### src/verilog/lpws_pkg.sv
// Constants for the low-power wakeup sequencer: register map, field
// positions, reset values, states and wakeup timing.
// Assumes a single 125 MHz system clock.
package lpws_pkg;
	// Timing figures in picoseconds, cycle counts derived at 8 ns
	localparam int CLK_PERIOD_PS  = 8000;      // 125 MHz
	localparam int LSI_PERIOD_PS  = 7812500;   // 7.8125 us wakeup-unit period
	localparam int FLASH_WAKE_PS  = 2000000;   // 2 us flash recovery
	localparam int MVR_WAKE_PS    = 50000000;  // 50 us regulator recovery
	localparam int LSI_TICK_CYC   = LSI_PERIOD_PS / CLK_PERIOD_PS;
	localparam int FLASH_WAKE_CYC = (FLASH_WAKE_PS + CLK_PERIOD_PS - 1) / CLK_PERIOD_PS;
	localparam int MVR_WAKE_CYC   = (MVR_WAKE_PS + CLK_PERIOD_PS - 1) / CLK_PERIOD_PS;
	localparam int TMR_W          = 16;        // Wait timer width

	// Register byte offsets
	localparam logic [7:0] REG_CTRL   = 8'h00;
	localparam logic [7:0] REG_SETTLE = 8'h04;
	localparam logic [7:0] REG_PCKEN  = 8'h08;
	localparam logic [7:0] REG_PWR    = 8'h0c;
	localparam logic [7:0] REG_STATUS = 8'h10;

	// Control register fields
	localparam int CTRL_FAST_BIT  = 0;         // Fast clock wakeup on internal osc
	localparam int CTRL_MVR_BIT   = 1;         // Main regulator off during halt
	localparam int CTRL_FLASH_BIT = 2;         // Flash powered down during halt
	localparam int CTRL_SRC_LSB   = 4;         // Clock source, 2 bits
	localparam int CTRL_CDIV_LSB  = 8;         // CPU prescaler, 3 bits
	localparam int CTRL_HDIV_LSB  = 12;        // Internal osc prescaler, 2 bits
	localparam logic [31:0] CTRL_MASK = 32'h0000_3737;
	localparam logic [31:0] CTRL_RST  = 32'h0000_0000;

	// Reset values
	localparam logic [15:0] SETTLE_RST = 16'h0800; // 2048 crystal cycles
	localparam logic [7:0]  PCKEN_RST  = 8'hff;    // All clock gates open
	localparam logic [7:0]  PWR_RST    = 8'h07;    // USART, LIN UART, debug port

	// Clock sources
	localparam logic [1:0] SRC_HSI = 2'h0;
	localparam logic [1:0] SRC_HSE = 2'h1;
	localparam logic [1:0] SRC_LSI = 2'h2;

	// AXI responses
	localparam logic [1:0] RESP_OKAY   = 2'h0;
	localparam logic [1:0] RESP_SLVERR = 2'h2;

	typedef enum logic [2:0] {
		ST_RUN     = 3'h0,
		ST_WAIT    = 3'h1,
		ST_HALT    = 3'h2,
		ST_MVR     = 3'h3,
		ST_OSC     = 3'h4,
		ST_FLASH   = 3'h5,
		ST_SERVICE = 3'h6
	} lpws_state_t;
endpackage

### src/verilog/lpws_tmr_if.sv
// Interface between the sequencer and its recovery-wait timer.
// Assumes both ends run on the same clock.
`timescale 1ns/1ns
interface lpws_tmr_if;
	logic             load;     // Load pulse
	logic [15:0]      value;    // Cycles to wait
	logic             tick_en;  // Count enable
	logic             done;     // Count has reached zero
	modport ctl (output load, output value, output tick_en, input done);
	modport cnt (input load, input value, input tick_en, output done);
endinterface
### src/verilog/lpws_seq.sv
// Wakeup sequencer top: AXI4-Lite registers, halt / wait entry and the
// ordered recovery of regulator, oscillator and flash before the CPU runs.
// Assumes wake_pin and xtal_clk_pin are asynchronous; the rest is on clk.
`timescale 1ns/1ns
// Functional notes
// - Active-halt wake sampled on slow wakeup-unit tick
// - Fast wakeup resumes on internal fast oscillator
// - Crystal wake waits programmable settle count
// - Regulator, oscillator, flash, then interrupt, in order
// - Reset: debug, UARTs powered; clock gates open
// - Powered-down flash gets 2 us recovery
// - Switched-off regulator gets 50 us recovery
// - Eight CPU and four oscillator prescaler settings
// - Plain halt skips wakeup-unit sampling delay
// - Wait-mode wake synchronised to system clock
module lpws_seq
	import lpws_pkg::*;
#(
	parameter int MVR_CYC = MVR_WAKE_CYC    // Regulator wait, shorten in sim
)(
	input  wire logic        clk,
	input  wire logic        rst,
	input  wire logic        halt_req,
	input  wire logic        active_halt,
	input  wire logic        wait_req,
	input  wire logic        wake_pin,
	input  wire logic        xtal_clk_pin,
	output logic             cpu_run,
	output logic             vec_fetch,
	output logic             mvr_en,
	output logic             hsi_en,
	output logic             xtal_en,
	output logic             flash_pd,
	output logic [1:0]       clk_sel,
	output logic [2:0]       cpu_div,
	output logic [1:0]       hsi_div,
	output logic [7:0]       periph_clk_en,
	output logic [7:0]       periph_pwr_en,
	input  wire logic [7:0]  s_axi_awaddr,
	input  wire logic        s_axi_awvalid,
	output logic             s_axi_awready,
	input  wire logic [31:0] s_axi_wdata,
	input  wire logic [3:0]  s_axi_wstrb,
	input  wire logic        s_axi_wvalid,
	output logic             s_axi_wready,
	output logic [1:0]       s_axi_bresp,
	output logic             s_axi_bvalid,
	input  wire logic        s_axi_bready,
	input  wire logic [7:0]  s_axi_araddr,
	input  wire logic        s_axi_arvalid,
	output logic             s_axi_arready,
	output logic [31:0]      s_axi_rdata,
	output logic [1:0]       s_axi_rresp,
	output logic             s_axi_rvalid,
	input  wire logic        s_axi_rready
);
	lpws_tmr_if tmr ();                   // Recovery timer link
	lpws_state_t state;                   // Sequencer state
	lpws_state_t next_state;              // Combinational next state
	logic [31:0] ctrl;                    // Control register
	logic [15:0] settle;                  // Crystal settle count
	logic [7:0]  aw_addr;                 // Latched write address
	logic [31:0] w_data;                  // Latched write data
	logic [3:0]  w_strb;                  // Latched byte enables
	logic        aw_got;                  // Write address held
	logic        w_got;                   // Write data held
	logic        wr_fire;                 // Write takes effect this cycle
	logic [1:0]  sync [0:2];              // Pin synchronisers, per pin a column
	logic [1:0]  pin_lvl;                 // Agreed pin levels
	logic        wake_evt;                // Debounced wake rising edge
	logic        xtal_edge;               // One crystal cycle seen
	logic [9:0]  lsi_cnt;                 // Wakeup-unit clock divider
	logic        lsi_tick;                // One slow-clock period elapsed
	logic        ah_mode;                 // Current halt is active halt
	logic        mvr_off;                 // Regulator was switched off
	logic        flash_off;               // Flash was powered down
	logic        wake_pend;               // Wake seen, awaiting sample
	logic        fast;                    // Fast wakeup selected
	logic [1:0]  src_req;                 // Software clock source
	lpws_state_t flash_step, osc_step, mvr_step;

	lpws_timer u_tmr (.clk(clk), .rst(rst), .tmr(tmr.cnt));

	assign fast    = ctrl[CTRL_FAST_BIT];
	assign src_req = ctrl[CTRL_SRC_LSB +: 2];
	assign wr_fire = aw_got && w_got && !s_axi_bvalid;

	// Three-flop synchronisers for the wake and crystal pins
	genvar gi;
	generate
		for (gi = 0; gi < 2; gi++) begin : g_sync
			always_ff @(posedge clk or posedge rst) begin
				if (rst) begin
					sync[0][gi] <= 1'b0;
					sync[1][gi] <= 1'b0;
					sync[2][gi] <= 1'b0;
					pin_lvl[gi] <= 1'b0;
				end else begin
					sync[0][gi] <= (gi == 0) ? wake_pin : xtal_clk_pin;
					sync[1][gi] <= sync[0][gi];
					sync[2][gi] <= sync[1][gi];
					// A change counts only once two stages agree
					if (sync[1][gi] == sync[2][gi])
						pin_lvl[gi] <= sync[2][gi];
				end
			end
		end
	endgenerate

	assign wake_evt  = (sync[1][0] && sync[2][0] && !pin_lvl[0]);
	assign xtal_edge = (sync[1][1] && sync[2][1] && !pin_lvl[1]);

	// Slow internal oscillator period as a one-cycle enable
	always_ff @(posedge clk or posedge rst) begin
		if (rst) begin
			lsi_cnt  <= '0;
			lsi_tick <= 1'b0;
		end else if (lsi_cnt == 10'(LSI_TICK_CYC - 1)) begin
			lsi_cnt  <= '0;
			lsi_tick <= 1'b1;
		end else begin
			lsi_cnt  <= lsi_cnt + 10'h001;
			lsi_tick <= 1'b0;
		end
	end

	// Recovery chain, later steps first so each skips what was left on
	always_comb begin
		flash_step = flash_off ? ST_FLASH : ST_SERVICE;
		osc_step   = (src_req == SRC_HSE && !fast) ? ST_OSC : flash_step;
		mvr_step   = mvr_off ? ST_MVR : osc_step;
	end

	// Next-state logic
	always_comb begin
		next_state = state;
		case (state)
			ST_RUN: begin
				if (halt_req)
					next_state = ST_HALT;
				else if (wait_req)
					next_state = ST_WAIT;
			end
			ST_WAIT: begin
				if (wake_evt)
					next_state = ST_SERVICE;
			end
			ST_HALT: begin
				// Active halt waits for the slow tick; plain halt does not
				if ((wake_pend || wake_evt) && (!ah_mode || lsi_tick))
					next_state = mvr_step;
			end
			ST_MVR: begin
				if (tmr.done && !tmr.load)
					next_state = osc_step;
			end
			ST_OSC: begin
				if (tmr.done && !tmr.load)
					next_state = flash_step;
			end
			ST_FLASH: begin
				if (tmr.done && !tmr.load)
					next_state = ST_SERVICE;
			end
			ST_SERVICE: next_state = ST_RUN;
			default:    next_state = ST_RUN;
		endcase
	end

	// Crystal waits count oscillator cycles, other waits system cycles
	assign tmr.tick_en = (state == ST_OSC) ? xtal_edge : 1'b1;

	// State register and timer loading on entry to a wait step
	always_ff @(posedge clk or posedge rst) begin
		if (rst) begin
			state     <= ST_RUN;
			tmr.load  <= 1'b0;
			tmr.value <= '0;
		end else begin
			state    <= next_state;
			tmr.load <= (next_state != state) &&
				(next_state == ST_MVR || next_state == ST_OSC || next_state == ST_FLASH);
			case (next_state)
				ST_MVR:   tmr.value <= 16'(MVR_CYC);
				ST_OSC:   tmr.value <= settle;
				ST_FLASH: tmr.value <= 16'(FLASH_WAKE_CYC);
				default:  tmr.value <= tmr.value;
			endcase
		end
	end

	// Halt bookkeeping; a wake arriving in the halt entry cycle is lost to the wake_pend clear
	always_ff @(posedge clk or posedge rst) begin
		if (rst) begin
			ah_mode   <= 1'b0;
			mvr_off   <= 1'b0;
			flash_off <= 1'b0;
			wake_pend <= 1'b0;
		end else if (state == ST_RUN && halt_req) begin
			ah_mode   <= active_halt;
			mvr_off   <= ctrl[CTRL_MVR_BIT];
			flash_off <= ctrl[CTRL_FLASH_BIT];
			wake_pend <= 1'b0;
		end else if (state == ST_HALT) begin
			wake_pend <= wake_pend || wake_evt;
		end
	end

	// Power and oscillator controls
	always_ff @(posedge clk or posedge rst) begin
		if (rst) begin
			mvr_en   <= 1'b1;
			hsi_en   <= 1'b1;
			xtal_en  <= 1'b0;
			flash_pd <= 1'b0;
		end else if (state == ST_RUN && halt_req) begin
			mvr_en   <= !ctrl[CTRL_MVR_BIT];
			hsi_en   <= 1'b0;
			xtal_en  <= 1'b0;
			flash_pd <= ctrl[CTRL_FLASH_BIT];
		end else if (state == ST_HALT && next_state != ST_HALT) begin
			mvr_en  <= 1'b1;
			hsi_en  <= fast || src_req == SRC_HSI;
			xtal_en <= !fast && src_req == SRC_HSE;
		end else if (next_state == ST_FLASH || next_state == ST_SERVICE) begin
			flash_pd <= 1'b0;
		end
	end

	// CPU release and clock selection
	always_ff @(posedge clk or posedge rst) begin
		if (rst) begin
			cpu_run   <= 1'b1;
			vec_fetch <= 1'b0;
			clk_sel   <= SRC_HSI;
		end else begin
			vec_fetch <= (next_state == ST_SERVICE);
			if (next_state == ST_HALT || next_state == ST_WAIT)
				cpu_run <= 1'b0;
			else if (next_state == ST_SERVICE)
				cpu_run <= 1'b1;
			// Fast wakeup overrides the source until software rewrites it
			if (state == ST_HALT && next_state != ST_HALT)
				clk_sel <= fast ? SRC_HSI : src_req;
			else if (wr_fire && aw_addr == REG_CTRL && state == ST_RUN)
				clk_sel <= w_data[CTRL_SRC_LSB +: 2];
		end
	end

	// Prescalers and peripheral gates follow the register fields
	assign cpu_div = ctrl[CTRL_CDIV_LSB +: 3];
	assign hsi_div = ctrl[CTRL_HDIV_LSB +: 2];

	// Byte-lane merge for register writes
	function automatic logic [31:0] merge(input logic [31:0] old, input logic [31:0] nw,
		input logic [3:0] strb);
		logic [31:0] r;
		r = old;
		for (int b = 0; b < 4; b++)
			if (strb[b])
				r[8*b +: 8] = nw[8*b +: 8];
		return r;
	endfunction

	// Control and settle registers; ctrl output fields are flop bits
	always_ff @(posedge clk or posedge rst) begin
		if (rst) begin
			ctrl   <= CTRL_RST;
			settle <= SETTLE_RST;
		end else if (wr_fire) begin
			if (aw_addr == REG_CTRL)
				ctrl <= merge(ctrl, w_data, w_strb) & CTRL_MASK;
			if (aw_addr == REG_SETTLE)
				settle <= 16'(merge({16'h0000, settle}, w_data, w_strb));
		end
	end

	// Peripheral power and clock gate registers
	always_ff @(posedge clk or posedge rst) begin
		if (rst) begin
			periph_clk_en <= PCKEN_RST;
			periph_pwr_en <= PWR_RST;
		end else if (wr_fire && w_strb[0]) begin
			if (aw_addr == REG_PCKEN)
				periph_clk_en <= w_data[7:0];
			if (aw_addr == REG_PWR)
				periph_pwr_en <= w_data[7:0];
		end
	end

	// Write channels: address and data accepted in either order
	always_ff @(posedge clk or posedge rst) begin
		if (rst) begin
			aw_got        <= 1'b0;
			w_got         <= 1'b0;
			aw_addr       <= '0;
			w_data        <= '0;
			w_strb        <= '0;
			s_axi_awready <= 1'b1;
			s_axi_wready  <= 1'b1;
			s_axi_bvalid  <= 1'b0;
			s_axi_bresp   <= RESP_OKAY;
		end else begin
			if (s_axi_awvalid && s_axi_awready) begin
				aw_addr       <= {s_axi_awaddr[7:2], 2'b00};
				aw_got        <= 1'b1;
				s_axi_awready <= 1'b0;
			end
			if (s_axi_wvalid && s_axi_wready) begin
				w_data       <= s_axi_wdata;
				w_strb       <= s_axi_wstrb;
				w_got        <= 1'b1;
				s_axi_wready <= 1'b0;
			end
			if (wr_fire) begin
				s_axi_bvalid <= 1'b1;
				// Status is read-only; unmapped offsets answer with an error
				s_axi_bresp  <= (aw_addr <= REG_PWR) ? RESP_OKAY : RESP_SLVERR;
			end
			if (s_axi_bvalid && s_axi_bready) begin
				s_axi_bvalid  <= 1'b0;
				aw_got        <= 1'b0;
				w_got         <= 1'b0;
				s_axi_awready <= 1'b1;
				s_axi_wready  <= 1'b1;
			end
		end
	end

	// Read channel: one outstanding read, data from a register
	always_ff @(posedge clk or posedge rst) begin
		if (rst) begin
			s_axi_arready <= 1'b1;
			s_axi_rvalid  <= 1'b0;
			s_axi_rdata   <= '0;
			s_axi_rresp   <= RESP_OKAY;
		end else if (s_axi_arvalid && s_axi_arready) begin
			s_axi_arready <= 1'b0;
			s_axi_rvalid  <= 1'b1;
			s_axi_rresp   <= RESP_OKAY;
			case ({s_axi_araddr[7:2], 2'b00})
				REG_CTRL:   s_axi_rdata <= ctrl;
				REG_SETTLE: s_axi_rdata <= {16'h0000, settle};
				REG_PCKEN:  s_axi_rdata <= {24'h000000, periph_clk_en};
				REG_PWR:    s_axi_rdata <= {24'h000000, periph_pwr_en};
				REG_STATUS: s_axi_rdata <= {16'h0000, 6'h00, clk_sel, 1'b0, state,
					mvr_en, hsi_en, xtal_en, flash_pd};
				default: begin
					s_axi_rdata <= '0;
					s_axi_rresp <= RESP_SLVERR;
				end
			endcase
		end else if (s_axi_rvalid && s_axi_rready) begin
			s_axi_rvalid  <= 1'b0;
			s_axi_arready <= 1'b1;
		end
	end
endmodule

### src/verilog/lpws_timer.sv
// Down-counter used for regulator, crystal and flash recovery waits.
// Assumes load is a one-cycle pulse from the sequencer.
`timescale 1ns/1ns
module lpws_timer
	import lpws_pkg::*;
(
	input  wire logic clk,
	input  wire logic rst,
	lpws_tmr_if.cnt   tmr
);
	logic [TMR_W-1:0] cnt;      // Remaining cycles

	// Load, then count down on each enabled cycle
	always_ff @(posedge clk or posedge rst) begin
		if (rst) begin
			cnt <= '0;
		end else if (tmr.load) begin
			cnt <= tmr.value;
		end else if (tmr.tick_en && cnt != '0) begin
			cnt <= cnt - 16'h0001;
		end
	end

	assign tmr.done = (cnt == '0);
endmodule

### config.mk
export PLATFORM = sky130hd
export DESIGN_NAME = lpws_seq
export DESIGN_NICKNAME = d
export VERILOG_FILES = /design/src/verilog/lpws_pkg.sv /design/src/verilog/lpws_tmr_if.sv /design/src/verilog/lpws_seq.sv /design/src/verilog/lpws_timer.sv
export SDC_FILE = /design/constraint.sdc
export NUM_CORES = 1
export LEC_CHECK = 0
export ABC_AREA = 1
export BUFFER_PORTS_ARGS = -buffer_cell sky130_fd_sc_hd__buf_2
export CORE_MARGIN = 1.5
export CORE_UTILIZATION = 43
export DETAILED_ROUTE_END_ITERATION = 16
export HOLD_SLACK_MARGIN = 0.05
export PLACE_DENSITY = 0.66
export SYNTH_ARGS = -nofsm -noshare
export SYNTH_HDL_FRONTEND = slang
export SYNTH_HIERARCHICAL = 1
export SYNTH_SLANG_ARGS = --single-unit
export TNS_END_PERCENT = 100
### constraint.sdc
create_clock -name clk -period 4.7 [get_ports clk]
set_input_delay 0.94 -clock clk [delete_from_list [all_inputs] [get_ports clk]]
set_output_delay 0.94 -clock clk [all_outputs]
set_load 0.01 [all_outputs]
==> metrics.txt <==
Mean Syn Cell Area=approximately 8.4 µm²; Via Count=6032; Clock Sinks=158; worst slew pin tran=0.839 ns; GP Congestion=0.855; fin nets=1057; Net Switching=1.20 mW; Critical Setup Path Class=register to register; DP Worst Slack=approximately 1.6 ns; WL/cell=14.3 µm; Ports=134; largest net degree at the start of global routing=143; die area=about 18000 µm²; initial drt markers=roughly 400; internal cell power=2.72 mW; run status=completed; root buffer cell=clkbuf_16; fmax=0.320 GHz; CP startpoint kind=register; Worst-path clk slew=0.06 ns; TritonCTS buffer count=17; Period minus WS final=3.12 ns; cts repair resizes=0; Worst Path Buf+Inv=1; Crit path max-delay family=simple AND/OR/NAND/NOR gates; Fin. Hold Viols=0; Worst Skew=approximately 0.0087 ns; # Post-CTS Setup Buffers=0; CP endpoint kind=register; clock network power share=35.0%; worst stage delay on the critical path=around 0.43 ns; VDD IR max=0.284 mV; IO Port Bufs=93; first-pass GRT wire length=28800 µm; Worst-Skew Late Latency=0.43 ns; EDFF count, synth=0; Mapped Cells=900; total power=slightly below 4 mW; slowest CP cell=nor4_1; Netlist Area Pre-Place=about 7600 µm²; # hold bufs at CTS=0; H-tree lvl count=4; layout cell share with drive strength beyond 1=19.3%; Yosys cell types=approximately 50; crit path max fanout=7; setup violation total in the final timing report=0; max_cap viols=0; core box area=17300 µm²; die height=136 µm; Pleak=approximately 4.4 nW; fraction of power spent switching nets=30.6%; Final Hold Slack=0.355 ns; CP Cell Sequence=inv_1 -> ha_1 -> nand2_2 -> nor2_4 -> nand4_1 -> nor4_1 -> nand2_1 -> nand2_1 -> nand2_1 -> a21oi_4 -> nand3_1 -> nor2_1 -> nor2_1 -> nor2_1 -> nor2_2; DP HPWL=12700 µm; antenna cell count=0; RSZ-0062 raised after global routing=no; Seq/Total Area, Yosys=52.3%; DRT Pass-1 Iters=5; Combinational Power Share=around 17%; drt drc=0; #FFs+latches synth=158; Final Max Tran Viols=0; initial antenna violation count=0; GRT Total Usage=~20%; Worst Path Required=5.01 ns; # rows=48; worst setup margin=1.58 ns; vias in the first global route=about 5600; vias per std cell=slightly below 5; global route total overflow=0; Initial Utilization=a little over two fifths; Reg power frac=between 40% and 50%; Area Growth Syn to Fin=14.9%; Worst Hold Class=register to register; Util after Layout=50.5%; synth warn=6; Worst EP arrival=3.43 ns; main flop type after synthesis=dfrtp_1; setup TNS=0 ns; antenna viol nets, final=0; relative slew slack=a little over two fifths; Pwr per Cell Area=between 400 and 500 nW/µm²; Post-Route WL=about 18000 µm; CTS tree=done; Die X=136 µm; Clock Path Buffers=2; crit share post-route=roughly two thirds; ys async rst share=100%
sequential cells by signal, summed over array words and instances, names as in the netlist, 6 cells and up:
register / count
s_axi_rdata: 16
settle: 16
tmr.value: 16
u_tmr/cnt: 16
w_data: 16
ctrl: 10
lsi_cnt: 10
periph_clk_en: 8
periph_pwr_en: 8
aw_addr: 6
sync: 6
logic make-up (layout without fill, tap and decap cells):
group                      after synthesis  count (layout)  share of synthesized area [%]
and+or+nand+nor                        444             444                           26.3
DFF                                    158             158                           52.3
AOI/OAI and AO/OA                      142             142                           10.8
buffers and inverters                  142             227                           8.80
xor gates and xnor gates                 8               8                          0.921
adders and majority gates                4               4                          0.658
other                                    1              18                         0.0493
muxes                                    1               1                          0.148
per-layer routing:
layer	up-vias	global-route usage (%)	share of wire, %
met2	129	31.5	47
met4	0	7.74	2.2
met1	2831	27.3	47
li1	3046	-	-
met3	26	4.70	4.3
met5	-	0	0
stage by stage:
step	cells	instance area (µm²)
finish	1227	8740
global route	1227	8740
CTS	1227	8740
detailed placement	1195	8160
global placement	1195	8160
floorplan	917	7670
cell usage in the layout (no fill, tap or decap), drive strengths merged, types with 2 or more instances in the layout:
master | netlist | final
o31ai | 3 | 3
o21ai | 97 | 97
conb | 1 | 18
a22oi | 8 | 8
o221ai | 2 | 2
dfstp | 18 | 18
or2 | 4 | 4
xnor2 | 2 | 2
nand2 | 288 | 288
a221oi | 2 | 2
a41oi | 5 | 5
nor2 | 76 | 76
a21oi | 19 | 19
dfrtp | 140 | 140
bufinv | 0 | 2
buf | 31 | 95
o21bai | 2 | 2
clkinv | 1 | 3
clkinvlp | 0 | 4
nor4 | 2 | 2
nor3 | 6 | 6
nand4 | 9 | 9
nand3 | 57 | 57
ha | 4 | 4
clkbuf | 11 | 21
inv | 99 | 102
xor2 | 6 | 6
power by group through the flow:
stage | Combinational, mW | Sequential, mW | Clock (mW)
floorplan | 0.407 | 1.88 | 0
global placement | 0.660 | 1.89 | 0
detailed placement | 0.678 | 1.89 | 0
CTS | 0.682 | 1.87 | 1.39
global route | 0.776 | 1.91 | 1.46
finish | 0.670 | 1.88 | 1.37
Yosys cell counts, drive strengths merged, types with 3 or more instances:
library cell / number / share of area [%]
dfrtp: 140 / 46
inv: 99 / 5.0
o21ai: 97 / 6.6
o31ai: 3 / 0.30
nand2: 288 / 15
nor2: 76 / 4.6
a22oi: 8 / 0.79
nand4: 9 / 0.94
nor3: 6 / 0.69
clkbuf: 11 / 0.54
dfstp: 18 / 6.2
ha: 4 / 0.66
nand3: 57 / 4.2
or2: 4 / 0.33
buf: 31 / 3.3
a41oi: 5 / 0.58
xor2: 6 / 0.69
a21oi: 19 / 1.4
cell type report:
cell class,instances,area (µm²)
multi-input combinational,617,3020
tap,225,282
fill,1702,8560
clock buffer,21,450
clock inverter,11,131
sequential,158,3980
inverter,100,384
timing repair buffer,95,493
path summary, 6_finish.rpt:
path	from	end	slack (ns)	cells after the start
setup / recovery	u_tmr/cnt[0]	tmr.load	1.58	15
hold / removal	sync[5]	sync[3]	0.36	0
setup reg to reg	u_tmr/cnt[0]	tmr.load	1.58	15
hold reg to reg	sync[5]	sync[3]	0.36	0
max in group asynchronous	rst	state[2]	3.38	3
min in group asynchronous	rst	u_tmr/cnt[13]	0.63	2
worst register-to-register path: stages (launching register included):
cell,delay (ns)
dfrtp_1,0.40
inv_1,0.16
ha_1,0.24
nand2_2,0.14
nor2_4,0.19
nand4_1,0.13
nor4_1,0.43
nand2_1,0.18
nand2_1,0.13
nand2_1,0.10
a21oi_4,0.17
nand3_1,0.10
nor2_1,0.33
nor2_1,0.08
nor2_1,0.17
nor2_2,0.04
Power figures use the tool's default switching activity.
